## src/frame_ctrl_defines.vh

```
// Register addresses, field positions and reset values for the frame control block.
`ifndef FRAME_CTRL_DEFINES_VH
`define FRAME_CTRL_DEFINES_VH

// Byte addresses on the serial control port.
`define ADDR_READOUT_DIRECTION 16'h3007
`define ADDR_LPF_0 16'h3018
`define ADDR_LPF_1 16'h3019
`define ADDR_LPF_2 16'h301a
`define ADDR_SHS_0 16'h3020
`define ADDR_SHS_1 16'h3021
`define ADDR_SHS_2 16'h3022

// Field positions in the direction register.
`define VFLIP_BIT 0
`define HFLIP_BIT 1

// Register widths and reset values.
`define VALUE_W 18
`define LPF_RESET 18'h00465
`define SHS_RESET 18'h00000
`define DIR_RESET 2'h0

`endif

```

## src/exposure_and_readout_direction_ctrl.v

```verilog
// Frame timing, rolling shutter and readout direction control for the image sensor.
//
// Summary of operation
// Direction bit 0 selects vertical row order.
// Direction bit 1 selects horizontal column order.
// First frame after direction change is invalid.
// Integration is frame minus sweep plus one lines.
// Frame length in lines, from sync or register.
// Slave mode counts sync lines per frame.
// Master mode uses 18-bit lines-per-frame register.
// Shutter sweep is 18 bits, reset zero.
// Controller keeps sweep within one to length minus two; the block applies any written sweep unclamped.
// New integration applies from next frame only.
// Rolling shutter resets and reads each line.
// Slave source lengthens frames by spacing sync pulses.
// Extra master lines go to rear blanking.
// Controller keeps frame length near one second; the block uses the register or measured length as given.
// Multi-byte values captured whole at frame boundary.
`timescale 1ns/1ps
`default_nettype none
`include "frame_ctrl_defines.vh"

module exposure_and_readout_direction_ctrl #(
	parameter LINE_CYCLES = 16,
	parameter ACTIVE_LINES = 1097
) (
	// Clock and reset.
	input wire clk_in,
	input wire rst_in,
	// Operating mode strap, high selects master mode.
	input wire master_mode_in,
	// External sync from the timing generator, active low, slave mode only.
	input wire vertical_sync_pin_n_in,
	input wire horizontal_sync_pin_n_in,
	// Register port of the serial control interface.
	input wire [15:0] reg_addr_in,
	input wire [7:0] reg_wdata_in,
	input wire reg_wr_in,
	input wire reg_rd_in,
	output reg [7:0] reg_rdata_out,
	// Frame timing and readout control.
	output reg frame_start_out,
	output reg line_start_out,
	output reg line_active_out,
	output reg [`VALUE_W-1:0] read_row_out,
	output reg [`VALUE_W-1:0] shutter_row_out,
	output reg [`VALUE_W-1:0] integration_lines_out,
	output reg [`VALUE_W-1:0] frame_lines_out,
	output reg vertical_flip_out,
	output reg horizontal_flip_out,
	output reg frame_invalid_out
);

	// Software-written values and their per-frame shadows.
	reg [1:0] dir_r;
	reg [`VALUE_W-1:0] lpf_r;
	reg [`VALUE_W-1:0] shs_r;
	reg [`VALUE_W-1:0] lpf_act_r;
	reg [`VALUE_W-1:0] shs_act_r;
	reg master_r;
	reg strap_taken_r;
	// Line timing state.
	reg [15:0] cyc_r;
	reg [`VALUE_W-1:0] line_r;
	reg vs_d_r;
	reg hs_d_r;
	reg [`VALUE_W-1:0] line_nxt;
	reg fs_nxt;
	reg ls_nxt;
	reg [`VALUE_W-1:0] sweep_p1;
	reg [`VALUE_W-1:0] shut_nxt;
	reg measured_r;
	wire vs_fall;
	wire hs_fall;
	wire vflip_nxt;
	wire [31:0] act_last_w;

	// Last active row, kept wide here and cut on purpose where it meets a row address.
	assign act_last_w = ACTIVE_LINES - 1;
	// Direction the coming line is read in; a frame start already uses the new setting.
	assign vflip_nxt = fs_nxt ? dir_r[`VFLIP_BIT] : vertical_flip_out;

	assign vs_fall = vs_d_r & ~vertical_sync_pin_n_in;
	assign hs_fall = hs_d_r & ~horizontal_sync_pin_n_in;

	// Register writes land in the staging copies; nothing downstream sees them mid-frame.
	always @(posedge clk_in) begin
		if (rst_in) begin
			dir_r <= `DIR_RESET;
			lpf_r <= `LPF_RESET;
			shs_r <= `SHS_RESET;
		end else if (reg_wr_in) begin
			case (reg_addr_in)
				`ADDR_READOUT_DIRECTION: dir_r <= reg_wdata_in[1:0]; // see R1
				`ADDR_LPF_0: lpf_r[7:0] <= reg_wdata_in;
				`ADDR_LPF_1: lpf_r[15:8] <= reg_wdata_in;
				`ADDR_LPF_2: lpf_r[17:16] <= reg_wdata_in[1:0];
				`ADDR_SHS_0: shs_r[7:0] <= reg_wdata_in;
				`ADDR_SHS_1: shs_r[15:8] <= reg_wdata_in;
				`ADDR_SHS_2: shs_r[17:16] <= reg_wdata_in[1:0];
				default: dir_r <= dir_r;
			endcase
		end
	end

	// Read data is registered; unmapped addresses and unused upper bits read as zero.
	always @(posedge clk_in) begin
		if (rst_in) begin
			reg_rdata_out <= 8'h00;
		end else if (reg_rd_in) begin
			case (reg_addr_in)
				`ADDR_READOUT_DIRECTION: reg_rdata_out <= {6'h00, dir_r};
				`ADDR_LPF_0: reg_rdata_out <= lpf_r[7:0];
				`ADDR_LPF_1: reg_rdata_out <= lpf_r[15:8];
				`ADDR_LPF_2: reg_rdata_out <= {6'h00, lpf_r[17:16]};
				`ADDR_SHS_0: reg_rdata_out <= shs_r[7:0];
				`ADDR_SHS_1: reg_rdata_out <= shs_r[15:8];
				`ADDR_SHS_2: reg_rdata_out <= {6'h00, shs_r[17:16]};
				default: reg_rdata_out <= 8'h00;
			endcase
		end
	end

	// The mode strap is caught once after reset release and held; it must not change later.
	always @(posedge clk_in) begin
		if (rst_in) begin
			master_r <= 1'b0;
			strap_taken_r <= 1'b0;
		end else if (!strap_taken_r) begin
			master_r <= master_mode_in;
			strap_taken_r <= 1'b1;
		end
	end

	// Next line and frame boundary, from the internal timer or from the external sync.
	always @* begin
		line_nxt = line_r;
		fs_nxt = 1'b0;
		ls_nxt = 1'b0;
		if (!strap_taken_r) begin
			line_nxt = line_r;
		end else if (master_r) begin
			if (cyc_r == LINE_CYCLES - 1) begin
				ls_nxt = 1'b1;
				if (line_r >= lpf_act_r - 18'h00001) begin // see R5
					line_nxt = {`VALUE_W{1'b0}};
					fs_nxt = 1'b1;
				end else begin
					line_nxt = line_r + 18'h00001;
				end
			end
		end else if (vs_fall) begin
			// A vertical sync edge both ends the frame and starts line zero.
			line_nxt = {`VALUE_W{1'b0}}; // see R6
			fs_nxt = 1'b1;
			ls_nxt = 1'b1;
		end else if (hs_fall) begin
			line_nxt = line_r + 18'h00001;
			ls_nxt = 1'b1;
		end
	end

	// Line timer, sync edge history and line counter.
	always @(posedge clk_in) begin
		if (rst_in) begin
			cyc_r <= 16'h0000;
			line_r <= {`VALUE_W{1'b0}};
			vs_d_r <= 1'b1;
			hs_d_r <= 1'b1;
		end else begin
			vs_d_r <= vertical_sync_pin_n_in;
			hs_d_r <= horizontal_sync_pin_n_in;
			line_r <= line_nxt;
			if (!master_r || cyc_r == LINE_CYCLES - 1) begin
				cyc_r <= 16'h0000;
			end else begin
				cyc_r <= cyc_r + 16'h0001;
			end
		end
	end

	// At each frame boundary the whole staged values are taken, so a frame never mixes
	// bytes of an old and a new setting.  In slave mode the frame length is the line
	// count just measured, since the external source sets it.
	always @(posedge clk_in) begin
		if (rst_in) begin
			lpf_act_r <= `LPF_RESET;
			shs_act_r <= `SHS_RESET;
			vertical_flip_out <= 1'b0;
			horizontal_flip_out <= 1'b0;
			frame_invalid_out <= 1'b0;
			frame_lines_out <= `LPF_RESET;
			measured_r <= 1'b0;
		end else if (fs_nxt) begin
			measured_r <= 1'b1;
			shs_act_r <= shs_r; // see R10
			if (master_r) begin
				lpf_act_r <= lpf_r; // see R15 see R5
				frame_lines_out <= lpf_r;
			end else if (measured_r) begin
				// The first sync edge ends no timed frame, so the reset length stays.
				lpf_act_r <= line_r + 18'h00001; // see R5
				frame_lines_out <= line_r + 18'h00001;
			end
			vertical_flip_out <= dir_r[`VFLIP_BIT];
			horizontal_flip_out <= dir_r[`HFLIP_BIT];
			frame_invalid_out <= (dir_r[`VFLIP_BIT] != vertical_flip_out) ||
				(dir_r[`HFLIP_BIT] != horizontal_flip_out);
		end
	end

	// Row reset by the shutter on the current line trails the readout by sweep plus one.
	always @* begin
		sweep_p1 = shs_act_r + 18'h00001;
		if (line_nxt >= sweep_p1) begin
			shut_nxt = line_nxt - sweep_p1;
		end else begin
			shut_nxt = line_nxt + lpf_act_r - sweep_p1;
		end
	end

	// Per-line outputs: strobes, row addresses, active window and integration length.
	always @(posedge clk_in) begin
		if (rst_in) begin
			frame_start_out <= 1'b0;
			line_start_out <= 1'b0;
			line_active_out <= 1'b0;
			read_row_out <= {`VALUE_W{1'b0}};
			shutter_row_out <= {`VALUE_W{1'b0}};
			integration_lines_out <= `LPF_RESET - `SHS_RESET - 18'h00001;
		end else begin
			frame_start_out <= fs_nxt;
			line_start_out <= ls_nxt;
			// Lines past the active window are rear blanking, however long the frame.
			line_active_out <= line_nxt < ACTIVE_LINES;
			if (vflip_nxt && line_nxt < ACTIVE_LINES) begin
				read_row_out <= act_last_w[`VALUE_W-1:0] - line_nxt;
			end else begin
				read_row_out <= line_nxt;
			end
			shutter_row_out <= shut_nxt;
			integration_lines_out <= lpf_act_r - sweep_p1;
		end
	end

endmodule
`default_nettype wire

```

## config.mk

```make
export PLATFORM = sky130hd
export DESIGN_NAME = exposure_and_readout_direction_ctrl
export DESIGN_NICKNAME = d
export VERILOG_FILES = /design/src/exposure_and_readout_direction_ctrl.v
export VERILOG_INCLUDE_DIRS = /design/src
export SDC_FILE = /design/constraint.sdc
export NUM_CORES = 1
export LEC_CHECK = 0
export ABC_CLOCK_PERIOD_IN_PS = 8750
export BUFFER_PORTS_ARGS = -buffer_cell sky130_fd_sc_hd__buf_2
export CAP_MARGIN = 20
export CORE_MARGIN = 4
export CORE_UTILIZATION = 30
export CTS_CLUSTER_DIAMETER = 30
export CTS_CLUSTER_SIZE = 28
export DETAILED_ROUTE_END_ITERATION = 6
export HOLD_SLACK_MARGIN = 0.02
export PLACE_DENSITY_LB_ADDON = 0.08
export SLEW_MARGIN = 20
export SYNTH_ARGS = -nofsm -noshare
export SYNTH_HDL_FRONTEND = slang
export SYNTH_SLANG_ARGS = --single-unit
```

## constraint.sdc

```tcl
create_clock -name clk_in -period 8.75 [get_ports clk_in]
set_input_delay 0.875 -clock clk_in [delete_from_list [all_inputs] [get_ports clk_in]]
set_output_delay 0.875 -clock clk_in [all_outputs]
set_load 0.01 [all_outputs]
```

== Word level (Yosys, flattened, before mapping) ==
Cells that the tools add are included.
Word-level totals
  output and inout bits: 86
  word-level logic and storage cells: 90
  bits in registers: 181
  input port bits: 31
Cells by class
  add/subtract/negate cells: 9
  bitwise operators: 5
  reduce and logical (&&, ||, !) cells: 15
  mux-type cells: 22
  eq/ne operators: 10
  $lt $le $gt $ge: 3
Operators by type and width (count)
  18-bit two-way mux: 10
  16-bit by 14-bit equality test with 1-bit output (second input constant): 7
  8-bit one-hot mux with 7 select lines: 1
  18-bit subtractor: 3
  18-bit by 1-bit adder with 18-bit output (second input constant): 2
  18-bit >= comparator: 2
  18-bit adder: 1
  18-bit by 11-bit less-than comparator with 1-bit output (second input constant): 1
  11-bit by 18-bit subtractor with 18-bit output (first input constant): 1
  18-bit by 1-bit subtractor with 18-bit output (second input constant): 1
  16-bit by 1-bit adder with 16-bit output (second input constant): 1
  16-bit by 4-bit equality test with 1-bit output (second input constant): 1
  2-bit AND reduction: 8
  1-bit two-way mux: 11
  2-bit OR reduction: 2
  1-bit NOT: 3
  1-bit AND: 2
  1-bit logical OR: 2
  1-bit != test: 2
  2-bit nonzero test: 1
  1-bit logical AND: 1
  1-bit logical NOT: 1

== Logic depth before layout (Yosys ltp) ==
  depth in word-level cells: 9
  depth in mapped cells: 30
  depth with buffers taken out: 28

== Worst setup path after synthesis ==
No wires, ideal clock.
  path kind: register to register
  from: reg lpf_act_r[2]
  to: reg shutter_row_out[16]
  setup slack: 2301 ps
  arrival time: 6321 ps
  period minus slack after synthesis: 6449 ps
  cell stages (with the launch flop): 27
  path buffers: 0
  setup time: 128 ps
  required time: 8622 ps
  cell sequence: dfxtp_1 nor4_1 nand2_1 nor4_1 nand2_1 nor3_1 xnor2_1 ha_1 and3_1 o21ai_0 o21ai_1 a211o_1 o21ai_1 a22oi_1 inv_1 fa_1 fa_1 a21o_1 a21o_1 a2111oi_0 o31ai_1 o41ai_1 o21ai_1 a31oi_1 xnor2_1 mux2i_1 nor2_1
Between the ends
  word-level cells in the longest chain between the ends: 9
  elaborated cells between the ends (all ways): 11
  classes of those cells: add/sub: 4; order compare: 2; mux: 5
Ends and longest elaborated chain
  start: declaration: RTL line exposure_and_readout_direction_ctrl.v:58  | reg [`VALUE_W-1:0] lpf_act_r;
  start signal: assignment: RTL line exposure_and_readout_direction_ctrl.v:187  | lpf_act_r <= `LPF_RESET;
  start signal: assignment: RTL line exposure_and_readout_direction_ctrl.v:198  | lpf_act_r <= lpf_r;
  start signal: assignment: RTL line exposure_and_readout_direction_ctrl.v:202  | lpf_act_r <= line_r + 18'h00001;
  18-bit by 1-bit subtractor with 18-bit output (*): RTL line exposure_and_readout_direction_ctrl.v:145  | if (line_r >= lpf_act_r - 18'h00001) begin
  18-bit >= comparator (*): RTL line exposure_and_readout_direction_ctrl.v:145
  18-bit two-way mux (*): RTL line exposure_and_readout_direction_ctrl.v:145
  18-bit two-way mux (*): RTL line exposure_and_readout_direction_ctrl.v:143  | if (cyc_r == LINE_CYCLES - 1) begin
  18-bit two-way mux (*): RTL line exposure_and_readout_direction_ctrl.v:142  | end else if (master_r) begin
  18-bit two-way mux (*): RTL line exposure_and_readout_direction_ctrl.v:140  | if (!strap_taken_r) begin
  via line_nxt[1]: RTL line exposure_and_readout_direction_ctrl.v:67  | reg [`VALUE_W-1:0] line_nxt;
  18-bit adder: RTL line exposure_and_readout_direction_ctrl.v:218  | shut_nxt = line_nxt + lpf_act_r - sweep_p1;
  18-bit subtractor: RTL line exposure_and_readout_direction_ctrl.v:218
  18-bit two-way mux (*): RTL line exposure_and_readout_direction_ctrl.v:215  | if (line_nxt >= sweep_p1) begin
  end signal: assignment: RTL line exposure_and_readout_direction_ctrl.v:229  | shutter_row_out <= {`VALUE_W{1'b0}};
  end signal: assignment: RTL line exposure_and_readout_direction_ctrl.v:241  | shutter_row_out <= shut_nxt;
  end: declaration: RTL line exposure_and_readout_direction_ctrl.v:46  | output reg [`VALUE_W-1:0] shutter_row_out,
Mark *: on every way through the listed nets, which the timed path passes. The rest lies on a longest branch.
A chain may end at the register's enable or synchronous reset.

== Worst setup path in the final report ==
Ends and elaborated chain as after synthesis.

==> Implementation_results.wiki <==
{| class="wikitable"
! Metric !! Value
|-
| Placed instance count || 1882
|-
| Dominant register cell in the synthesized netlist || sky130_fd_sc_hd__dfxtp_1
|-
| Rel. slew slack || 0.278
|-
| XOR/XNOR share of the synthesized area || 0.0851
|-
| Net count, final || 1559
|-
| Adder-cell share of the synthesized area || 0.119
|-
| Worst slack at placement || 1110 ps
|-
| Tcrit/Tclk final || 0.886
|-
| Synth warn || 0
|-
| Clock net sink count || 180
|-
| Final non-filler cell total || 1914
|-
| Post-CTS clock slew at the launch and capture registers of the worst setup and hold paths || 70 ps
|-
| Starting density of the core || 0.305
|-
| Number of filler instances in the final layout || 3894
|-
| Total number of vias || 9848
|-
| Core Rows || 70
|-
| Overall overflow remaining after global route || 0
|-
| Number of instances resized during post-cts repair || 0
|-
| Routed wirelength normalized by instance count || 20.0 um
|-
| Maximum resistive drop on vdd || 142 uV
|-
| Combined area of the multi-input logic cells || 7250 um2
|-
| Sum of negative setup slack || 0 ps
|-
| Maximum fanout along the worst path || 8
|-
| Post-route DRC || 0
|-
| Post-Syn Instances || 1338
|-
| Compound-cell area share of the yosys netlist || 0.166
|-
| Number of buffers inserted to repair setup after CTS || 0
|-
| Final antenna diode count || 0
|-
| Port buffer count || 116
|-
| Count of flip-flops with a built-in enable after synthesis || 0
|-
| Sequential-to-total area share from yosys stat || 0.321
|-
| Cell leakage power || 5.39 nW
|-
| Path type of the worst setup path || reg2reg
|-
| Most frequent cells in the layout || sky130_fd_sc_hd__nor2_1, sky130_fd_sc_hd__dfxtp_1, sky130_fd_sc_hd__buf_2
|-
| Antenna violations before repair || 0
|-
| Sum of routed wire length over all layers || 38.3 mm
|-
| Placer congestion estimate || 0.855
|-
| Die extent in y || 201 um
|-
| Clock latency on the worst-skew pair || 460 ps
|-
| Clk_skew || 10.3 ps
|-
| Overall Global Routing Usage || 0.190
|-
| CORE AREA || 36800 um2
|-
| Proportion of layout cells with a drive suffix above 1 || 0.131
|-
| Post-synth cell types || 77
|-
| Number of endpoints with negative hold slack in the final report || 0
|-
| Number of CTS-inserted buffers || 17
|-
| Maximum level of the CTS H-tree || 4
|-
| Global-route wire length before repair || 60.3 mm
|-
| Fin crit period || 7750 ps
|-
| Worst Path Arrival || 8050 ps
|-
| Share of async-settable or async-resettable flops after synthesis || 0
|-
| Upper clock frequency limit || 129 MHz
|-
| Multiplexer share of the synthesized area || 0.0666
|-
| Most common cell after layout, fill and taps aside || sky130_fd_sc_hd__nor2_1
|-
| Buffer cell driving the clock tree root || sky130_fd_sc_hd__clkbuf_16
|-
| Placement-stage cell area || 12300 um2
|-
| Per-cell via count in the routed design || 5.15
|-
| Endpoint type of the worst setup path || register
|-
| Number of flip-flops and latches in the synthesized netlist || 180
|-
| Path class of the lowest-slack min-delay path || reg2reg
|-
| Post-synthesis simple-gate area fraction || 0.208
|-
| Net count after synthesis || 1464
|-
| Largest net degree at the start of global routing || 84
|-
| Max-slew violations || 0
|-
| Final Worst Setup Slack || 1000 ps
|-
| # Max-Cap Violations || 0
|-
| Ratio of total power to cell area || 146 nW/um2
|-
| Die area || 40600 um2
|-
| Combinational family with the most area after synthesis || simple AND/OR/NAND/NOR gates
|-
| Status || finished clean
|-
| Die span in x || 201 um
|-
| Total chip power || 1.88 mW
|-
| Worst-margin pin slew || 1080 ps
|-
| First-pass iteration count of the detailed router || 5
|-
| Data required, critical path || 9050 ps
|-
| Initial DRC count || 678
|-
| Crit start category || register
|-
| Maximum buffer depth of the clock tree || 2
|-
| Synthesized area divided by synthesized cell count || 8.39 um2
|-
| Area occupied by registers || 3600 um2
|-
| Setup repair after global routing missed its margin || false
|-
| Setup violators final || 0
|-
| Post-Syn Area || 11200 um2
|-
| # IOs || 117
|-
| Vias in the first global route || 9825
|-
| Design Area, Final || 12900 um2
|-
| Layout area overhead || 14.6%
|-
| CTS tree || built
|-
| Antenna Violating Nets Remaining || 0
|-
| Hold-fix buffers, CTS || 0
|-
| HPWL after detailed placement || 29.9 mm
|}
## cell type report
class | count | share of cell area
Inverter | 43 | 0.0126
Sequential cell | 180 | 0.280
Clock inverter | 14 | 0.0109
Tap cell | 468 | 0.0455
Timing Repair Buffer | 130 | 0.0535
Clock buffer | 18 | 0.0334
Multi-Input combinational cell | 1061 | 0.564
## cells in the mapped netlist (7+ instances only)
library cell,count,area share
sky130_fd_sc_hd__a21oi_1,103,0.046
sky130_fd_sc_hd__o21bai_1,10,0.0067
sky130_fd_sc_hd__a21o_1,19,0.013
sky130_fd_sc_hd__o21a_1,12,0.0080
sky130_fd_sc_hd__xor2_1,47,0.037
sky130_fd_sc_hd__buf_2,8,0.0036
sky130_fd_sc_hd__nor3_1,30,0.013
sky130_fd_sc_hd__nor2_1,205,0.069
sky130_fd_sc_hd__a211oi_1,16,0.011
sky130_fd_sc_hd__o21ai_1,12,0.0054
sky130_fd_sc_hd__and3_1,14,0.0078
sky130_fd_sc_hd__ha_1,76,0.085
sky130_fd_sc_hd__a22oi_1,7,0.0047
sky130_fd_sc_hd__o211ai_1,11,0.0074
sky130_fd_sc_hd__xnor2_1,62,0.048
sky130_fd_sc_hd__o21ai_0,30,0.013
sky130_fd_sc_hd__dfxtp_1,180,0.32
sky130_fd_sc_hd__nand4_1,19,0.011
sky130_fd_sc_hd__nand2_1,105,0.035
sky130_fd_sc_hd__nor2b_1,21,0.012
sky130_fd_sc_hd__o22ai_1,8,0.0045
sky130_fd_sc_hd__mux2i_1,69,0.062
sky130_fd_sc_hd__a221oi_1,7,0.0055
sky130_fd_sc_hd__inv_1,42,0.014
sky130_fd_sc_hd__nor4_1,11,0.0061
sky130_fd_sc_hd__clkbuf_1,40,0.013
sky130_fd_sc_hd__or3_1,8,0.0045
sky130_fd_sc_hd__nand3_1,44,0.020
sky130_fd_sc_hd__fa_1,19,0.034
## worst paths after layout
path | start | to | slack, ps | cells past startpoint
max | lpf_act_r[2]$_SDFFE_PP1P_ | shutter_row_out[16]$_SDFF_PP0_ | 1000 | 25
min reg2reg | cyc_r[0]$_SDFF_PP0_ | cyc_r[0]$_SDFF_PP0_ | 450 | 1
min | cyc_r[0]$_SDFF_PP0_ | cyc_r[0]$_SDFF_PP0_ | 450 | 1
max reg2reg | lpf_act_r[2]$_SDFFE_PP1P_ | shutter_row_out[16]$_SDFF_PP0_ | 1000 | 25
## registers in the layout, summed over array words and instances (netlist names), 16 cells and up
register,count
shs_act_r,18
shs_r,18
read_row_out,17
line_r,18
lpf_r,18
integration_lines_out,18
lpf_act_r,18
shutter_row_out,18
cyc_r,16
## layer usage
| metal | part of all wire | track usage |
|---|---|---|
| met2 | 0.47 | 0.317 |
| met5 | 0 | 0 |
| met1 | 0.48 | 0.262 |
| met3 | 0.037 | 0.0295 |
| met4 | 0.011 | 0.0405 |
## power breakdown
group | leakage, nW | switching, mW | internal (mW)
Combinational | 3.67 | 0.144 | 0.0950
Clock | 0.269 | 0.382 | 0.401
Sequential | 1.46 | 0.0128 | 0.840
Total | 5.39 | 0.539 | 1.34
## through the flow
step,util,hold WS (ps)
5_1_grt,0.349,495
3_5_place_dp,0.334,443
3_3_place_gp,0.334,434
4_1_cts,0.349,454
6_report,0.349,449
2_1_floorplan,-,418
## cell families (layout without fill, tap and decap cells)
group | Yosys count | count (layout)
adder cells (fa/ha/maj) | 95 | 95
buffers and inverters | 97 | 205
flip-flops | 180 | 180
XOR/XNOR | 109 | 109
AO/OA/AOI/OAI | 286 | 286
AND/OR/NAND/NOR | 497 | 497
multiplexers | 74 | 74
## worst max-delay path, stage by stage (launching register included)
cell and delay [ps]:
sky130_fd_sc_hd__dfxtp_1 410, sky130_fd_sc_hd__nor4_1 380, sky130_fd_sc_hd__nand2_1 160, sky130_fd_sc_hd__nor3_1 260, sky130_fd_sc_hd__nand2b_1 190, sky130_fd_sc_hd__nor3b_1 280
sky130_fd_sc_hd__xnor2_1 160, sky130_fd_sc_hd__ha_1 260, sky130_fd_sc_hd__a21o_1 160, sky130_fd_sc_hd__a21oi_1 250, sky130_fd_sc_hd__o21ai_1 180, sky130_fd_sc_hd__a211oi_1 720
sky130_fd_sc_hd__a21oi_1 200, sky130_fd_sc_hd__o32a_1 480, sky130_fd_sc_hd__inv_1 190, sky130_fd_sc_hd__fa_1 450, sky130_fd_sc_hd__ha_1 350, sky130_fd_sc_hd__a21o_1 210
sky130_fd_sc_hd__a2111oi_0 810, sky130_fd_sc_hd__o31ai_1 190, sky130_fd_sc_hd__o41ai_1 580, sky130_fd_sc_hd__o21ai_1 230, sky130_fd_sc_hd__a31oi_1 240, sky130_fd_sc_hd__xnor2_1 90
sky130_fd_sc_hd__mux2i_1 130, sky130_fd_sc_hd__nor2_1 60
Power figures use the tool's default switching activity.
